==> src/exec_pkg.sv <==
// Package with opcodes, widths, field positions and reset values.
package exec_pkg;
  localparam int DATA_W = 8;
  localparam int PC_W = 13;
  localparam int LIT_W = 11;
  localparam int FADDR_W = 7;
  localparam int STACK_DEPTH = 8;
  localparam int STACK_PTR_W = 3;
  localparam logic [7:0] BYTE_ZERO = 8'h00;
  localparam logic [7:0] BYTE_ONE = 8'h01;
  localparam logic [12:0] PC_RESET = 13'h0000;
  localparam logic [12:0] PC_STEP = 13'h0001;
  localparam int PAGE_HI = 4;
  localparam int PAGE_LO = 3;
  localparam logic DEST_ACC = 1'b0;
  localparam logic DEST_REG = 1'b1;

  typedef enum logic [3:0] {
    OP_NOP = 4'h0,
    OP_CALL = 4'h1,
    OP_KICK = 4'h2,
    OP_REG_CLEAR = 4'h3,
    OP_ACC_CLEAR = 4'h4,
    OP_REG_INVERT = 4'h5,
    OP_REG_MINUS = 4'h6,
    OP_MINUS_SKIP = 4'h7
  } op_t;

  typedef enum logic [1:0] {
    ST_EXEC = 2'b00,
    ST_FLUSH = 2'b01
  } state_t;
endpackage

==> src/instr_exec_call_clr_dec.sv <==
// Executes call, watchdog kick, clear, invert and decrement instructions.
//
// What this block does
// - A call pushes the next instruction address on the same edge that changes the PC.
// - A call loads its 11-bit literal into PC bits 10 to 0.
// - A call takes PC bits 12 and 11 from page latch bits 4 and 3.
// - A call takes two cycles and leaves all status flags alone.
// - A watchdog kick clears the watchdog counter and its prescaler.
// - A watchdog kick sets the timer-expiry and sleep flags.
// - Register clear writes zero to the register and sets zero flag.
// - Accumulator clear writes zero to the accumulator, sets zero flag.
// - Register invert complements the register and updates zero flag.
// - Destination 0 goes to accumulator, 1 back to the register.
// - Decrement subtracts one, writes destination, updates zero flag.
// - Decrement-skip subtracts one, writes destination, flags unchanged.
// - Decrement-skip with zero result replaces next instruction by nop.
`timescale 1ns/1ps
module instr_exec_call_clr_dec
  import exec_pkg::*;
(
  input wire logic clk,
  input wire logic nrst,
  input wire logic instr_valid,
  input wire op_t instr_op,
  input wire logic [10:0] instr_lit,
  input wire logic [6:0] instr_faddr,
  input wire logic instr_dest,
  input wire logic [7:0] page_latch,
  input wire logic [7:0] freg_rdata,
  output logic [6:0] freg_raddr,
  output logic freg_we,
  output logic [6:0] freg_waddr,
  output logic [7:0] freg_wdata,
  output logic [7:0] accumulator,
  output logic zero_flag,
  output logic timer_expiry_flag,
  output logic sleep_flag,
  output logic dog_timer_clear,
  output logic [12:0] pc,
  output logic [12:0] stack_top,
  output logic busy,
  output logic flushing
);
  ////////////////////////////////////////////////////////////////////////////
  state_t state;
  logic [7:0] result;
  logic result_zero;
  logic take;
  logic [12:0] next_pc;
  logic [12:0] ret_addr;
  logic do_call;
  logic do_kick;
  logic do_skip_zero;
  logic skip_slot;

  ////////////////////////////////////////////////////////////////////////////
  // Opcode classes for the call, kick and skip decodes. Each one is tested
  // in a single place below.
  function automatic logic op_is_call(input op_t op);
    return op == OP_CALL;
  endfunction

  function automatic logic op_is_kick(input op_t op);
    return op == OP_KICK;
  endfunction

  function automatic logic op_is_skip(input op_t op);
    return op == OP_MINUS_SKIP;
  endfunction

  // The page bits above the literal come from the latch, so software must
  // set the latch before a call that leaves the current page.
  function automatic logic [12:0] call_target(input logic [7:0] latch,
      input logic [10:0] lit);
    return {latch[PAGE_HI:PAGE_LO], lit};
  endfunction

  // Wraps at the top of the program space, as the counter has no carry out.
  function automatic logic [12:0] pc_after(input logic [12:0] addr);
    return addr + PC_STEP;
  endfunction

  // Operand read is combinational so the result is ready in the taking cycle.
  assign freg_raddr = instr_faddr;
  assign take = instr_valid && (state == ST_EXEC);
  assign ret_addr = pc_after(pc);
  assign do_call = take && op_is_call(instr_op);
  assign do_kick = take && op_is_kick(instr_op);
  assign do_skip_zero = take && op_is_skip(instr_op) && result_zero;
  assign busy = (state != ST_EXEC);
  assign flushing = (state == ST_FLUSH);

  alu_unit u_alu (
    .op(instr_op),
    .operand(freg_rdata),
    .result(result),
    .zero(result_zero)
  );

  return_stack u_stack (
    .clk(clk),
    .nrst(nrst),
    .push(do_call),
    .push_addr(ret_addr),
    .stack_top(stack_top)
  );

  ////////////////////////////////////////////////////////////////////////////
  // Sequencing: a call or a taken skip spends a second cycle as a nop.
  always_ff @(posedge clk or negedge nrst) begin
    if (!nrst) begin
      state <= ST_EXEC;
    end else begin
      unique case (state)
        ST_EXEC: begin
          if (do_call) begin
            state <= ST_FLUSH;
          end else if (do_skip_zero) begin
            state <= ST_FLUSH;
          end
        end
        ST_FLUSH: state <= ST_EXEC;
        default: state <= ST_EXEC;
      endcase
    end
  end

  always_comb begin
    next_pc = pc;
    if (do_call) begin
      next_pc = call_target(page_latch, instr_lit);
    end else if (take) begin
      next_pc = ret_addr;
    end else if (state == ST_FLUSH && skip_slot) begin
      // Only a skip slot steps past the discarded instruction; after a call
      // the pc already names the target, which must not be passed over.
      next_pc = ret_addr;
    end
  end

  // The push samples pc in the same edge that replaces it, so the value
  // stacked is the old pc plus one.
  always_ff @(posedge clk or negedge nrst) begin
    if (!nrst) begin
      pc <= PC_RESET;
    end else begin
      pc <= next_pc;
    end
  end

  // Remembers whether the coming nop slot belongs to a skip or to a call.
  always_ff @(posedge clk or negedge nrst) begin
    if (!nrst) begin
      skip_slot <= 1'b0;
    end else if (state == ST_EXEC) begin
      skip_slot <= do_skip_zero;
    end
  end

  ////////////////////////////////////////////////////////////////////////////
  // Accumulator writes.
  always_ff @(posedge clk or negedge nrst) begin
    if (!nrst) begin
      accumulator <= BYTE_ZERO;
    end else if (take) begin
      unique case (instr_op)
        OP_ACC_CLEAR: accumulator <= BYTE_ZERO;
        OP_REG_INVERT, OP_REG_MINUS, OP_MINUS_SKIP: begin
          if (instr_dest == DEST_ACC) begin
            accumulator <= result;
          end
        end
        default: accumulator <= accumulator;
      endcase
    end
  end

  // File register writes are registered one-cycle strobes.
  always_ff @(posedge clk or negedge nrst) begin
    if (!nrst) begin
      freg_we <= 1'b0;
      freg_waddr <= '0;
      freg_wdata <= BYTE_ZERO;
    end else begin
      freg_we <= 1'b0;
      if (take) begin
        freg_waddr <= instr_faddr;
        unique case (instr_op)
          OP_REG_CLEAR: begin
            freg_we <= 1'b1;
            freg_wdata <= BYTE_ZERO;
          end
          OP_REG_INVERT, OP_REG_MINUS, OP_MINUS_SKIP: begin
            freg_we <= (instr_dest == DEST_REG);
            freg_wdata <= result;
          end
          default: freg_we <= 1'b0;
        endcase
      end
    end
  end

  ////////////////////////////////////////////////////////////////////////////
  // Zero flag: call and decrement-skip fall to the default and hold it.
  always_ff @(posedge clk or negedge nrst) begin
    if (!nrst) begin
      zero_flag <= 1'b0;
    end else if (take) begin
      unique case (instr_op)
        OP_REG_CLEAR, OP_ACC_CLEAR: zero_flag <= 1'b1;
        OP_REG_INVERT: zero_flag <= result_zero;
        OP_REG_MINUS: zero_flag <= result_zero;
        default: zero_flag <= zero_flag;
      endcase
    end
  end

  // Power-up leaves both flags set, matching a cold start.
  always_ff @(posedge clk or negedge nrst) begin
    if (!nrst) begin
      timer_expiry_flag <= 1'b1;
      sleep_flag <= 1'b1;
    end else if (do_kick) begin
      timer_expiry_flag <= 1'b1;
      sleep_flag <= 1'b1;
    end
  end

  // One pulse clears both the watchdog counter and its prescaler outside.
  always_ff @(posedge clk or negedge nrst) begin
    if (!nrst) begin
      dog_timer_clear <= 1'b0;
    end else begin
      dog_timer_clear <= do_kick;
    end
  end
endmodule

==> src/alu_unit.sv <==
// Eight-bit result path for clear, invert and decrement.
`timescale 1ns/1ps
module alu_unit
  import exec_pkg::*;
(
  input wire op_t op,
  input wire logic [7:0] operand,
  output logic [7:0] result,
  output logic zero
);
  always_comb begin
    unique case (op)
      OP_REG_INVERT: result = ~operand;
      OP_REG_MINUS, OP_MINUS_SKIP: result = operand - BYTE_ONE;
      default: result = BYTE_ZERO;
    endcase
    zero = (result == BYTE_ZERO);
  end
endmodule

==> src/return_stack.sv <==
// Return address stack, pushed on subroutine jumps.
`timescale 1ns/1ps
module return_stack
  import exec_pkg::*;
(
  input wire logic clk,
  input wire logic nrst,
  input wire logic push,
  input wire logic [12:0] push_addr,
  output logic [12:0] stack_top
);
  logic [12:0] mem [STACK_DEPTH];
  logic [STACK_PTR_W-1:0] ptr;
  logic [STACK_PTR_W-1:0] top_idx;

  // The top is the slot written last, one below the free pointer.
  assign top_idx = ptr - 1'b1;
  assign stack_top = mem[top_idx];

  // Circular stack: overflow silently wraps, as the core has no trap.
  always_ff @(posedge clk or negedge nrst) begin
    if (!nrst) begin
      ptr <= '0;
    end else if (push) begin
      ptr <= ptr + 1'b1;
    end
  end

  // Every slot resets, so the top reads as a clean address before any push.
  always_ff @(posedge clk or negedge nrst) begin
    if (!nrst) begin
      for (int i = 0; i < STACK_DEPTH; i++) begin
        mem[i] <= PC_RESET;
      end
    end else if (push) begin
      mem[ptr] <= push_addr;
    end
  end
endmodule

==> config.mk <==
export PLATFORM = sky130hd
export DESIGN_NAME = instr_exec_call_clr_dec
export DESIGN_NICKNAME = d
export VERILOG_FILES = /design/src/exec_pkg.sv /design/src/instr_exec_call_clr_dec.sv /design/src/alu_unit.sv /design/src/return_stack.sv
export SDC_FILE = /design/constraint.sdc
export NUM_CORES = 1
export LEC_CHECK = 0
export BUFFER_PORTS_ARGS = -buffer_cell sky130_fd_sc_hd__clkbuf_2
export CAP_MARGIN = 20
export CORE_MARGIN = 2
export CORE_UTILIZATION = 40
export CTS_BUF_LIST = sky130_fd_sc_hd__clkbuf_4
export CTS_CLUSTER_SIZE = 25
export DETAILED_ROUTE_END_ITERATION = 12
export GPL_ROUTABILITY_DRIVEN = 0
export MAX_ROUTING_LAYER = met4
export PLACE_DENSITY_LB_ADDON = 0.1
export SLEW_MARGIN = 20
export SYNTH_ARGS = -nofsm -noshare
export SYNTH_HDL_FRONTEND = slang
export SYNTH_HIERARCHICAL = 1
export SYNTH_SLANG_ARGS = --single-unit
==> constraint.sdc <==
create_clock -name clk -period 3.29 [get_ports clk]
set_input_delay 0.329 -clock clk [delete_from_list [all_inputs] [get_ports clk]]
set_output_delay 0.329 -clock clk [all_outputs]
set_load 0.02 [all_outputs]
## Word-level counts from Yosys, hierarchy flattened

Index checks and enable logic that the tools add are counted.

- Flip-flop bits (word level): 149
- Latch bits: 0
- RAM bits: 0
- Memory bits (read-only): 0
- Bits of input ports: 42
- Output and inout bits: 63
- Logic and storage cells: 78
- Memories kept: 0

- Add/sub/neg operators: 4
- Multiply operators: 0
- Div/mod/pow operators: 0
- Order comparisons: 3
- Equal/unequal tests: 10
- Shift-type cells: 0
- Mux-type cells: 19
- Bitwise gates (word level): 3
- Reductions and logical operators: 21

Operator list:

| cell | number |
|---|---|
| $bwmux 104 | 1 |
| $mux 13 | 6 |
| $pmux 8 s2 | 3 |
| $bmux 13 s3 | 1 |
| $demux 13 s3 | 1 |
| $eq 4x3->1 const B | 4 |
| $add 13x1->13 const B | 1 |
| $eq 4x2->1 const B | 2 |
| $ge 4x4->1 const B | 2 |
| $logic_not 8->1 | 1 |
| $mux 8 | 1 |
| $not 3->4 | 2 |
| $not 8->8 | 1 |
| $reduce_bool 2->1 | 4 |
| $sub 8x1->8 const B | 1 |
| $logic_and 1x1->1 | 7 |
| $mux 2 | 3 |
| $reduce_or 2->1 | 3 |
| $eq 4x1->1 const B | 1 |
| $lt 4x1->1 const B | 1 |
| $pmux 1 s2 | 2 |
| $reduce_and 2->1 | 2 |
| $add 3x1->3 const B | 1 |
| $ne 3x3->1 const B | 1 |
| 8 further kinds | 8 |

## Logic depth before layout (Yosys ltp)

Gate-level depths: netlist (run 1).

- Word-level depth: 8
- Mapped depth: 11
- Depth with buffers taken out: 9

## By module

The synthesis (run 1) kept the hierarchy.

Modules (own cells, without submodules):

| module | times used | cells an instance | area each (µm²) | sequential area each (µm²) |
|---|---|---|---|---|
| return_stack | 1 | 375 | 5033.6 | 2677.6 |
| instr_exec_call_clr_dec | 1 | 214 | 2143.3 | 1026.0 |
| alu_unit | 1 | 40 | 296.5 | 0.0 |

## Worst setup path before layout (run 1)

OpenSTA, ideal clock, no wires.

- Path kind: reg2reg
- Start point: register state[0]
- End point: register u_stack/mem[41] (netlist bit)
- Setup time: 0.125 ns
- Data arrival time: 2.394 ns
- Required time: 3.165 ns
- Path slack: 0.771 ns
- Stages on the path, launching flop included: 10
- Buffers on the path: 3
- Clock period less this slack: 2.519 ns
- Cell sequence: dfrtp_1 > nand4bb_4 > or2_1 > buf_6 > inv_4 > buf_4 > nand2b_1 > nor3b_1 > buf_4 > mux2_2

- Word-level cells in the longest chain between the ends: 3

RTL lines:

| what | line | text |
|---|---|---|
| from (decl) | instr_exec_call_clr_dec.sv:45 | `state_t state;` |
| from (signal assigned) | instr_exec_call_clr_dec.sv:112 | `state <= ST_EXEC;` |
| from (signal assigned) | instr_exec_call_clr_dec.sv:117 | `state <= ST_FLUSH;` |
| from (signal assigned) | instr_exec_call_clr_dec.sv:119 | `state <= ST_FLUSH;` |
| $logic_not 2->1 | instr_exec_call_clr_dec.sv:85 | `assign take = instr_valid && (state == ST_EXEC);` |
| $logic_and 1x1->1 | instr_exec_call_clr_dec.sv:85 |  |
| $logic_and 1x1->1 | instr_exec_call_clr_dec.sv:87 | `assign do_call = take && op_is_call(instr_op);` |
| named net do_call | instr_exec_call_clr_dec.sv:51 | `logic do_call;` |
| to (signal, indexed assignment) | return_stack.sv:36 | `mem[ptr] <= push_addr;` |
| to (decl) | return_stack.sv:12 | `logic [12:0] mem [STACK_DEPTH];` |

The timed path passes the listed nets, and every way through them passes these cells.
A chain may end at the register's enable or synchronous reset.

## Worst setup path in the final report (run 1)

- Start point: register u_stack.ptr[1]
- End point: output port stack_top[3]

- Word-level cells in the longest chain between the ends: 5

RTL lines:

| what | line | text |
|---|---|---|
| from (decl) | return_stack.sv:13 | `logic [STACK_PTR_W-1:0] ptr;` |
| from (signal assigned) | return_stack.sv:25 | `ptr <= ptr + 1'b1;` |
| $sub 3x1->3 | return_stack.sv:17 | `assign top_idx = ptr - 1'b1;` |
| $not 3->4 (implied by the code) | return_stack.sv:18 | `assign stack_top = mem[top_idx];` |
| $bmux 13 s3 | return_stack.sv:18 |  |
| $mux 13 (implied by the code) (2 in series) | return_stack.sv:18 |  |
| to (decl) | instr_exec_call_clr_dec.sv:40 | `output logic [12:0] stack_top,` |

Every way passes these cells. The select of a mux whose other input is x is not followed.

==> out/results.ini, run 1 <==
[run_status]
outcome=completed

[sta]
maxSlewHeadroom_pct=36.6
fmax_ghz=0.326
tightestPinTransition_ns=0.944
tns_ns=0
setup_viol=0
maxSlewViolCount=0
hold_violations=0
post-route-period-util_pct=93.2
fin_skew_ns=0.0157
fin_crit_ns=3.07
rsz0062_at_grt=false

[setup_path]
cp.required_ns=2.96
r2r_start=state[0]$_DFFE_PN0P_
crit_slowest_cell=dfrtp_1
arrival_ns=2.74
path_cells=inv_1 > ha_2 > xnor2_2 > buf_4 > nand3_1 > and4_1 > clkbuf_2
crit_path_end_kind=output port
cpPeakStageDelay_ns=0.52
rrSetupSlack_ns=0.81
worstSetupPathType=reg2out
critPathMaxFanout=18
crit_start=u_stack/ptr[1]$_DFFE_PN0P_
cp-start-kind=flop

[cts]
clk_path_buf_depth=2
clk_latency_ns=0.55
cts_sinks=148
cts_made_buffers=17
htree_levels=4
path_clk_slew_ns=0.13
cts_root_buf=clkbuf_4
cts_tree=done
post_cts_buffers=0

[yosys]
yosys-top-cells-area=dfrtp_1, mux2_2, mux2i_1, nand3_1, and4_1
ys_types=63
synth_top_area_cell=dfrtp_1
synth_edf_count=0
synth_top_area_share_pct=49.6
synthTopCellsByCount=dfrtp_1, mux2_2, nand3_1
synth.yosys.seq_area_share_pct=49.6
synth_area_sq_um=7470
avgSynthCellArea_sq_um=11.9
syn-instance-count=629
synth_most_common_cell=dfrtp_1
async_flop_share_pct=100
yosys_warnings=6
synthFlopType=dfrtp_1
ys_ff_latch=148

[power_and_ir_drop]
power_switching_mw=3.01
pwr-share-seq_pct=35.7
leakage_nw=4.16
ir_worst_vdd_mv=0.490
switching_share_pct=41.6
p_comb_share_pct=47.0
p_clk_share_pct=17.3
p_int_mw=4.24
p_per_area_nw_per_um2=840

[drt]
first_pass_iters=4
vias=5347
postRouteAntennaNets=0
wl_per_cell_um=18.1
viasPerCell=5.48
drc=0
wl_mm=17.7
dr.first_iter.drc_count=208

[placement]
dp.cells=930
portBuffers=96
hpwl_mm=12.1

[floorplan]
coreArea_sq_um=18100
die_area_sq_um=19800
die_w_um=141
die_h_um=141
fp-row-count=49
pin_count=105
initial_utilization_pct=41.2

[global_routing]
grt_pass1_vias=5461
grt_first_pass_wirelength_mm=28.8
grtUsageTotal_pct=19.2
grt_overflow=0
antenna_found_initial=1
grt_max_degree=86

[flow_run]
maxCapViolCount=0

[min_path]
min_from=instr_lit[4]
min_path_type=in2reg

[final_layout]
instances_no_fill=976
layout-drive-gt1-share_pct=37.3
area_delta_synth_final_pct=15.6
fin_nets=779
post-route-util_pct=47.6
n_fill_cell=1688

-- power by group through the flow --
stage	registers [mW]	logic (mW)	clock network [mW]
after detailed placement	2.63	3.43	0
after CTS	2.59	3.45	1.31
after floorplan	2.64	2.32	0
final	2.59	3.41	1.26
after global routing	2.66	3.71	1.39
after global placement	2.60	3.40	0
-- placed cells by master (no fill, tap or decap), types with 4 or more instances in the layout --
cell type | synthesis | routed
dlygate4sd3_1 | 0 | 13
buf_4 | 14 | 22
clkinvlp_4 | 0 | 4
mux2_2 | 112 | 112
o21ai_0 | 20 | 20
dfrtp_1 | 148 | 148
o21ai_1 | 4 | 4
clkbuf_2 | 0 | 95
clkbuf_4 | 0 | 18
nand2_1 | 30 | 30
a21oi_1 | 13 | 13
nor3_1 | 8 | 5
nor2_1 | 10 | 10
and4_1 | 15 | 15
o22ai_1 | 6 | 6
nand3_1 | 63 | 63
xnor2_1 | 9 | 9
mux2i_1 | 55 | 55
nand4_1 | 5 | 5
nand3b_1 | 6 | 6
a22o_1 | 8 | 8
inv_1 | 8 | 8
bufinv_16 | 0 | 4
-- state kept, by name (all words and copies together) (netlist names) --
register and cells:
u_stack/mem 104, dog_timer_clear 1, u_stack/ptr 3, zero_flag 1, state 1, pc 13
skip_slot 1, freg_we 1, accumulator 8, freg_wdata 8, freg_waddr 7
-- layout make-up --
class | instances | area [sq um] | area share [%]
sequential | 148 | 3700 | 42.9
multi-input combinational | 424 | 3480 | 40.3
timing repair buffer | 132 | 802 | 9.29
tap | 229 | 287 | 3.32
clock inverter | 14 | 186 | 2.16
clock buffer | 18 | 135 | 1.56
inverter | 10 | 40.0 | 0.464
antenna | 1 | 2.50 | 0.0290
-- kinds of logic (layout without fill, tap and decap cells) --
| family | after synthesis | in the layout | share of synthesized area (%) |
|---|---|---|---|
| AND/OR/NAND/NOR | 164 | 164 | 12.7 |
| AO/OA/AOI/OAI | 72 | 72 | 6.41 |
| flip-flops | 148 | 148 | 49.6 |
| multiplexers | 167 | 167 | 24.2 |
| XOR/XNOR | 14 | 14 | 1.84 |
| buffers and inverters | 58 | 174 | 4.39 |
| adder cells (fa/ha/maj) | 5 | 5 | 0.804 |
| other | 1 | 3 | 0.0502 |
-- repair_timing --
item,4_1_cts,5_1_grt
resized for setup,0,1
setup endpoints to repair,0,4
endpoints found under the hold margin,94,0
hold buffers,13,0
-- per-stage QoR --
| stage | power (mW) | worst slack (ns) | hold WS, ns | area, sq um |
|---|---|---|---|---|
| global placement | 6.00 | 0.645 | 0.432 | 8170 |
| floorplan | 4.96 | 0.771 | 0.0334 | 7480 |
| detailed placement | 6.06 | 0.611 | 0.443 | 8170 |
| finish | 7.25 | 0.222 | 0.0958 | 8640 |
| global route | 7.77 | 0.00942 | 0.0334 | 8640 |
| CTS | 7.35 | 0.148 | 0.0293 | 8620 |
-- worst paths after layout --
check	to	cells past startpoint
max in group asynchronous	pc[2]$_DFFE_PN0P_	3
min in group asynchronous	u_stack/mem[90]$_DFFE_PN0P_	2
max	stack_top[3]	7
max reg2reg	u_stack/mem[61]$_DFFE_PN0P_	6
min	pc[4]$_DFFE_PN0P_	3
min reg2reg	accumulator[6]$_DFFE_PN0P_	2
-- critical path, delay by kind of cell (launching register included) --
family	cells	cell delay (ns)
xor gates and xnor gates	1	0.40
adders and majority gates	1	0.25
buffers and inverters	3	0.68
DFF	1	0.52
and+or+nand+nor	2	0.32
-- routing by layer --
layer	vias up	wire (um)	GRT usage [%]
li1	2508	-	-
met1	2679	8700	26.9
met2	145	8040	28.9
met3	15	774	4.11
met4	0	201	4.58
met5	-	0	-
Power figures use the tool's default switching activity.
==> inputs of run 2 (changes only) <==
- ABC_AREA: default -> 1
- MAX_ROUTING_LAYER: met4 -> default
==> run 2 against run 1 <==
Against the previous run: clock power decreased by 11%; largest power group unchanged; worst setup slack improved by 0.027 ns; combinational power decreased by 3%; worst hold slack got worse by 0.045 ns.
==> out/results.ini, run 2 <==
[run_status]
outcome=completed

[placement]
pre_cts_ws_ns=0.839
place_area_sq_um=8610
dp.cells=1417
hpwl_mm=12.5
portBuffers=96

[cts]
cts_made_buffers=17
post_cts_buffers=0
path_clk_slew_ns=0.14
cts_root_buf=clkbuf_4
htree_levels=4
cts_tree=done
clk_latency_ns=0.55
clk_path_buf_depth=2
holdBufCountCts=11
cts_sinks=148
cts_resized=0

[final_layout]
area_delta_synth_final_pct=11.8
final_common_cell=nand2_1
post-route-util_pct=45.9
layout-drive-gt1-share_pct=16.5
instances_no_fill=1460
fin_nets=1228
largest_reg_flops=104
n_fill_cell=2097
finalInstanceArea_sq_um=9000
reg_top3=u_stack/mem: 104 flops, pc: 13 flops
regMostFlops=u_stack/mem
mostFrequentLayoutCells=nand2_1, inv_1, dfrtp_1, clkbuf_2, o21ai_0

[sta]
tightestPinTransition_ns=0.733
rsz0062_at_grt=false
setup_viol=0
tns_ns=0
maxSlewHeadroom_pct=51.1
whs_ns=0.0504
fin_skew_ns=0.0215
post-route-period-util_pct=92.4
hold_violations=0
fmax_ghz=0.329
fin_crit_ns=3.04
maxSlewViolCount=0
layout_setup_ws_ns=0.249

[yosys]
synth_edf_count=0
synth_top_area_share_pct=46.0
async_flop_share_pct=100
ys_types=38
yosys_warnings=6
synthFlopType=dfrtp_1
avgSynthCellArea_sq_um=7.33
synthTopCellsByCount=nand2_1, inv_1, dfrtp_1
syn-instance-count=1098
yosys-top-cells-area=dfrtp_1, nand2_1, inv_1, o21ai_0, nand3_1
synth_top_area_cell=dfrtp_1
synth_most_common_cell=nand2_1
synth_area_sq_um=8050
ys_ff_latch=148
synth.yosys.seq_area_share_pct=46.0

[global_routing]
antenna_found_initial=1
grt_pass1_vias=6532
grt_overflow=0
grt_first_pass_wirelength_mm=33.2
grtUsageTotal_pct=19.4
grt_max_degree=76

[drt]
dr.first_iter.drc_count=366
first_pass_iters=4
wl_per_cell_um=13.4
vias=6702
drc=0
wl_mm=19.6
viasPerCell=4.59
postRouteAntennaNets=0

[min_path]
min_path_type=in2reg

[setup_path]
arrival_ns=2.71
worstSetupPathType=reg2out
critPathMaxFanout=12
crit_path_end_kind=output port
cp.required_ns=2.96
cp-start-kind=flop

[floorplan]
die_h_um=146
die_w_um=146
coreArea_sq_um=19600
initial_utilization_pct=41.1
die_area_sq_um=21300
pin_count=105
fp-row-count=51

[power_and_ir_drop]
power.total_mw=6.89
p_per_area_nw_per_um2=766
ir_worst_vdd_mv=0.514
leakage_nw=4.70

[flow_run]
maxCapViolCount=0

## run 2: cell types whose count changed after synthesis, sizes merged, moves of 8 or more
cell | before | now
nand2 | 30 | 414
inv | 10 | 182
nand3 | 63 | 76
a22o | 8 | 0
buf | 40 | 48
o21ai | 24 | 127
nor2 | 10 | 54
and4 | 15 | 0
mux2i | 55 | 0
mux2 | 112 | 0
## run 2: kinds of logic after synthesis
logic type,after synthesis,synth area share (%)
fa+ha+maj,4,0.622
compound gates,141,9.64
other cells,1,0.0466
xor+xnor,8,0.964
flops,148,46.0
simple gates,560,29.9
buf+inv,236,12.8
## run 2: layout make-up
type / instances / area (sq um) / area share [%]
clock inverter: 13 / 138 / 1.53
inverter: 183 / 687 / 7.63
timing repair buffer: 117 / 684 / 7.60
clock buffer: 18 / 135 / 1.50
multi-input combinational: 715 / 3320 / 36.9
tap: 265 / 332 / 3.68
sequential: 148 / 3700 / 41.2
antenna: 1 / 2.50 / 0.0278
## run 2: layer usage
metal | share of wire [%] | global-route usage (%)
met5 | 0 | 0
met4 | 0.90 | 4.46
met3 | 4.7 | 4.20
met2 | 45 | 31.1
met1 | 49 | 26.9
## run 2: final timing paths
path / startpoint / endpoint / slack, ns / cells after the start
min: instr_dest / freg_we$_DFF_PN0_ / 0.05 / 3
max reg2reg: state[0]$_DFFE_PN0P_ / u_stack/mem[10]$_DFFE_PN0P_ / 0.94 / 8
min in group asynchronous: nrst / u_stack/mem[94]$_DFFE_PN0P_ / 0.37 / 2
max: u_stack/ptr[1]$_DFFE_PN0P_ / stack_top[4] / 0.25 / 9
min reg2reg: u_stack/mem[82]$_DFFE_PN0P_ / u_stack/mem[82]$_DFFE_PN0P_ / 0.49 / 2
max in group asynchronous: nrst / u_stack/mem[90]$_DFFE_PN0P_ / 2.11 / 3
## run 2: critical path: stages (launching register included)
cell	delay [ns]
dfrtp_1	0.51
inv_2	0.12
ha_1	0.31
clkinv_1	0.42
buf_4	0.37
nand3_1	0.09
nand2_1	0.05
nand2_1	0.05
nand2_1	0.08
clkbuf_2	0.16
## run 2: report_power, final
group | switching, mW | internal [mW] | leakage, nW
registers | 0.270 | 2.19 | 1.92
logic | 2.30 | 1.02 | 2.65
clock network | 0.667 | 0.451 | 0.135
total | 3.23 | 3.66 | 4.70
==> inputs of run 3 (changes only) <==
- CAP_MARGIN: 20 -> default
- SYNTH_HIERARCHICAL: 1 -> default
==> run 3 against run 2 <==
Against the previous run: clock skew down 0.0053 ns; global-route usage up 1.4 points; final area decreased by 7.8%; critical path depth did not move; largest cell class unchanged.
==> out/results.ini, run 3 <==
[global_routing]
grt_max_degree=59
gr-usage-met2_pct=34.6
antenna_found_initial=1
grt_pass1_vias=5941
grt.met3_usage_pct=4.94
grt_overflow=0
grtUsageTotal_pct=20.8
met1_usage_pct=27.6
grt_first_pass_wirelength_mm=31.9
top_usage_layer=met2

[final_layout]
largest_reg_flops=104
layout-drive-gt1-share_pct=18.3
area_delta_synth_final_pct=13.5
instances_no_fill=1241
finalInstanceArea_sq_um=8300
fin_nets=1045
mostFrequentLayoutCells=nand2_1, dfrtp_1, nor2_1, clkbuf_2, o21ai_1
final_common_cell=nand2_1
regMostFlops=u_stack.mem
reg_top3=u_stack.mem: 104 flops, pc: 13 flops

[drt]
vias=6127
dr.first_iter.drc_count=367
viasPerCell=4.94
drc=0
wl_mm=19.4
postRouteAntennaNets=0
first_pass_iters=5
wl_per_cell_um=15.6

[setup_path]
r2r_cells=8
r2r_start=pc[0]$_DFFE_PN0P_
arrival_ns=2.73
rrSetupSlack_ns=1.19
critPathMaxFanout=14
crit_path_end_kind=output port
crit-reg2reg-capture=u_stack.mem[47]$_DFFE_PN0P_
cp-start-kind=flop
cp.required_ns=2.96
worstSetupPathType=reg2out

[min_path]
min_path_type=in2reg
holdPathEnd=pc[3]$_DFFE_PN0P_
min_from=instr_lit[3]
hold_depth=3

[cts]
clk_latency_ns=0.55
cts_made_buffers=17
cts_sinks=148
htree_levels=4
cts_root_buf=clkbuf_4
clk_path_buf_depth=2
post_cts_buffers=0
cts_tree=done
path_clk_slew_ns=0.13

[power_and_ir_drop]
p_per_area_nw_per_um2=699
p_clk_share_pct=22.9
p_int_mw=3.45
ir_worst_vdd_mv=0.400
power.total_mw=5.80
p_comb_share_pct=37.8
power_switching_mw=2.35
leakage_nw=4.14
pwr-share-seq_pct=39.3
switching_share_pct=40.6

[floorplan]
die_w_um=139
coreArea_sq_um=18000
fp-row-count=49
pin_count=105
die_h_um=139
initial_utilization_pct=40.7
die_area_sq_um=19400

[placement]
place_area_sq_um=7830
dp.cells=1195
hpwl_mm=12.7
pre_cts_ws_ns=0.793
portBuffers=96

[yosys]
synth_top_area_share_pct=50.7
synthTopCellsByCount=nand2_1, dfrtp_1, nor2_1
async_flop_share_pct=100
syn-instance-count=907
synth_edf_count=0
synth.yosys.seq_area_share_pct=50.7
ys_types=33
synth_top_area_cell=dfrtp_1
synth_area_sq_um=7310
yosys_warnings=0
synthFlopType=dfrtp_1
ys_ff_latch=148
avgSynthCellArea_sq_um=8.06
yosys-top-cells-area=dfrtp_1, nand2_1, nor2_1, o21ai_1, o21ai_0
synth_most_common_cell=nand2_1

[sta]
tns_ns=0
setup_viol=0
fin_skew_ns=0.0162
maxSlewHeadroom_pct=42.1
post-route-period-util_pct=92.9
maxSlewViolCount=0
fin_crit_ns=3.06
tightestPinTransition_ns=0.863
fmax_ghz=0.327
rsz0062_at_grt=false
hold_violations=0
layout_setup_ws_ns=0.234

[run_status]
outcome=completed

[flow_run]
maxCapViolCount=0

run 3: changes by cell type after synthesis, moves of 14 or more:
cell	before	now
a31oi_1	0	19
buf_2	24	9
inv_1	175	44
nand2_1	398	250
nand2_2	15	1
nand3_1	72	17
nor2_1	39	127
o21ai_1	30	81
o22ai_1	0	16
run 3: worst max-delay path by stage:
stage | from | end | slack [ns] | cells after the start
2_1_floorplan | u_stack.ptr[0]$_DFFE_PN0P_ | stack_top[6] | 0.65 | 11
3_3_place_gp | u_stack.ptr[1]$_DFFE_PN0P_ | stack_top[6] | 0.82 | 8
3_5_place_dp | u_stack.ptr[1]$_DFFE_PN0P_ | stack_top[6] | 0.79 | 8
4_1_cts | u_stack.ptr[1]$_DFFE_PN0P_ | stack_top[6] | 0.15 | 8
5_1_grt | u_stack.ptr[1]$_DFFE_PN0P_ | stack_top[12] | 0.04 | 9
6_report | u_stack.ptr[1]$_DFFE_PN0P_ | stack_top[7] | 0.23 | 9
run 3: cell families after synthesis:
family	share of synthesized area [%]
AND/OR/NAND/NOR	23.6
AO/OA/AOI/OAI	15.4
flip-flops	50.7
buffers and inverters	8.27
XOR/XNOR	1.27
adder cells (fa/ha/maj)	0.685
other	0.0513
run 3: repair_timing:
action,in CTS,in global routing
hold buffers,14,0
resized for setup,0,1
endpoints found under the hold margin,66,0
endpoints found under the setup margin,0,1
run 3: power by group through the flow:
stage | registers [mW] | logic (mW) | clock network (mW)
2_1_floorplan | 2.37 | 1.34 | 0
3_3_place_gp | 2.31 | 2.19 | 0
3_5_place_dp | 2.31 | 2.21 | 0
4_1_cts | 2.28 | 2.23 | 1.36
5_1_grt | 2.31 | 2.44 | 1.43
6_report | 2.28 | 2.19 | 1.33
run 3: final cells by class:
type / count / area (sq um)
clock inverter: 13 / 189
clock buffer: 18 / 135
fill: 1872 / 9670
sequential: 148 / 3700
antenna: 1 / 2.50
inverter: 62 / 233
multi-input combinational: 645 / 3000
tap: 229 / 287
timing repair buffer: 125 / 743
run 3: critical path, cell delays in order, from the launching register on:
cell and delay, ns:
dfrtp_1 0.46, inv_1 0.09, ha_1 0.31, inv_1 0.26
buf_4 0.29, o21ai_0 0.11, o22ai_1 0.19, nor2_1 0.06
a31oi_1 0.20, clkbuf_2 0.21
run 3: per-layer routing:
layer	up-vias	routed length, um	share of wire (%)
li1	3127	-	-
met4	0	183	0.94
met3	9	889	4.6
met2	119	9230	48
met1	2872	9080	47
met5	-	0	0
run 3: metrics by stage:
| stage | hold slack [ns] | utilization [%] |
|---|---|---|
| after global placement | 0.338 | 43.6 |
| after detailed placement | 0.338 | 43.6 |
| after floorplan | 0.0334 | - |
| after global routing | 0.0211 | 46.2 |
| final | 0.0482 | 46.2 |
| after CTS | 0.00496 | 46.2 |
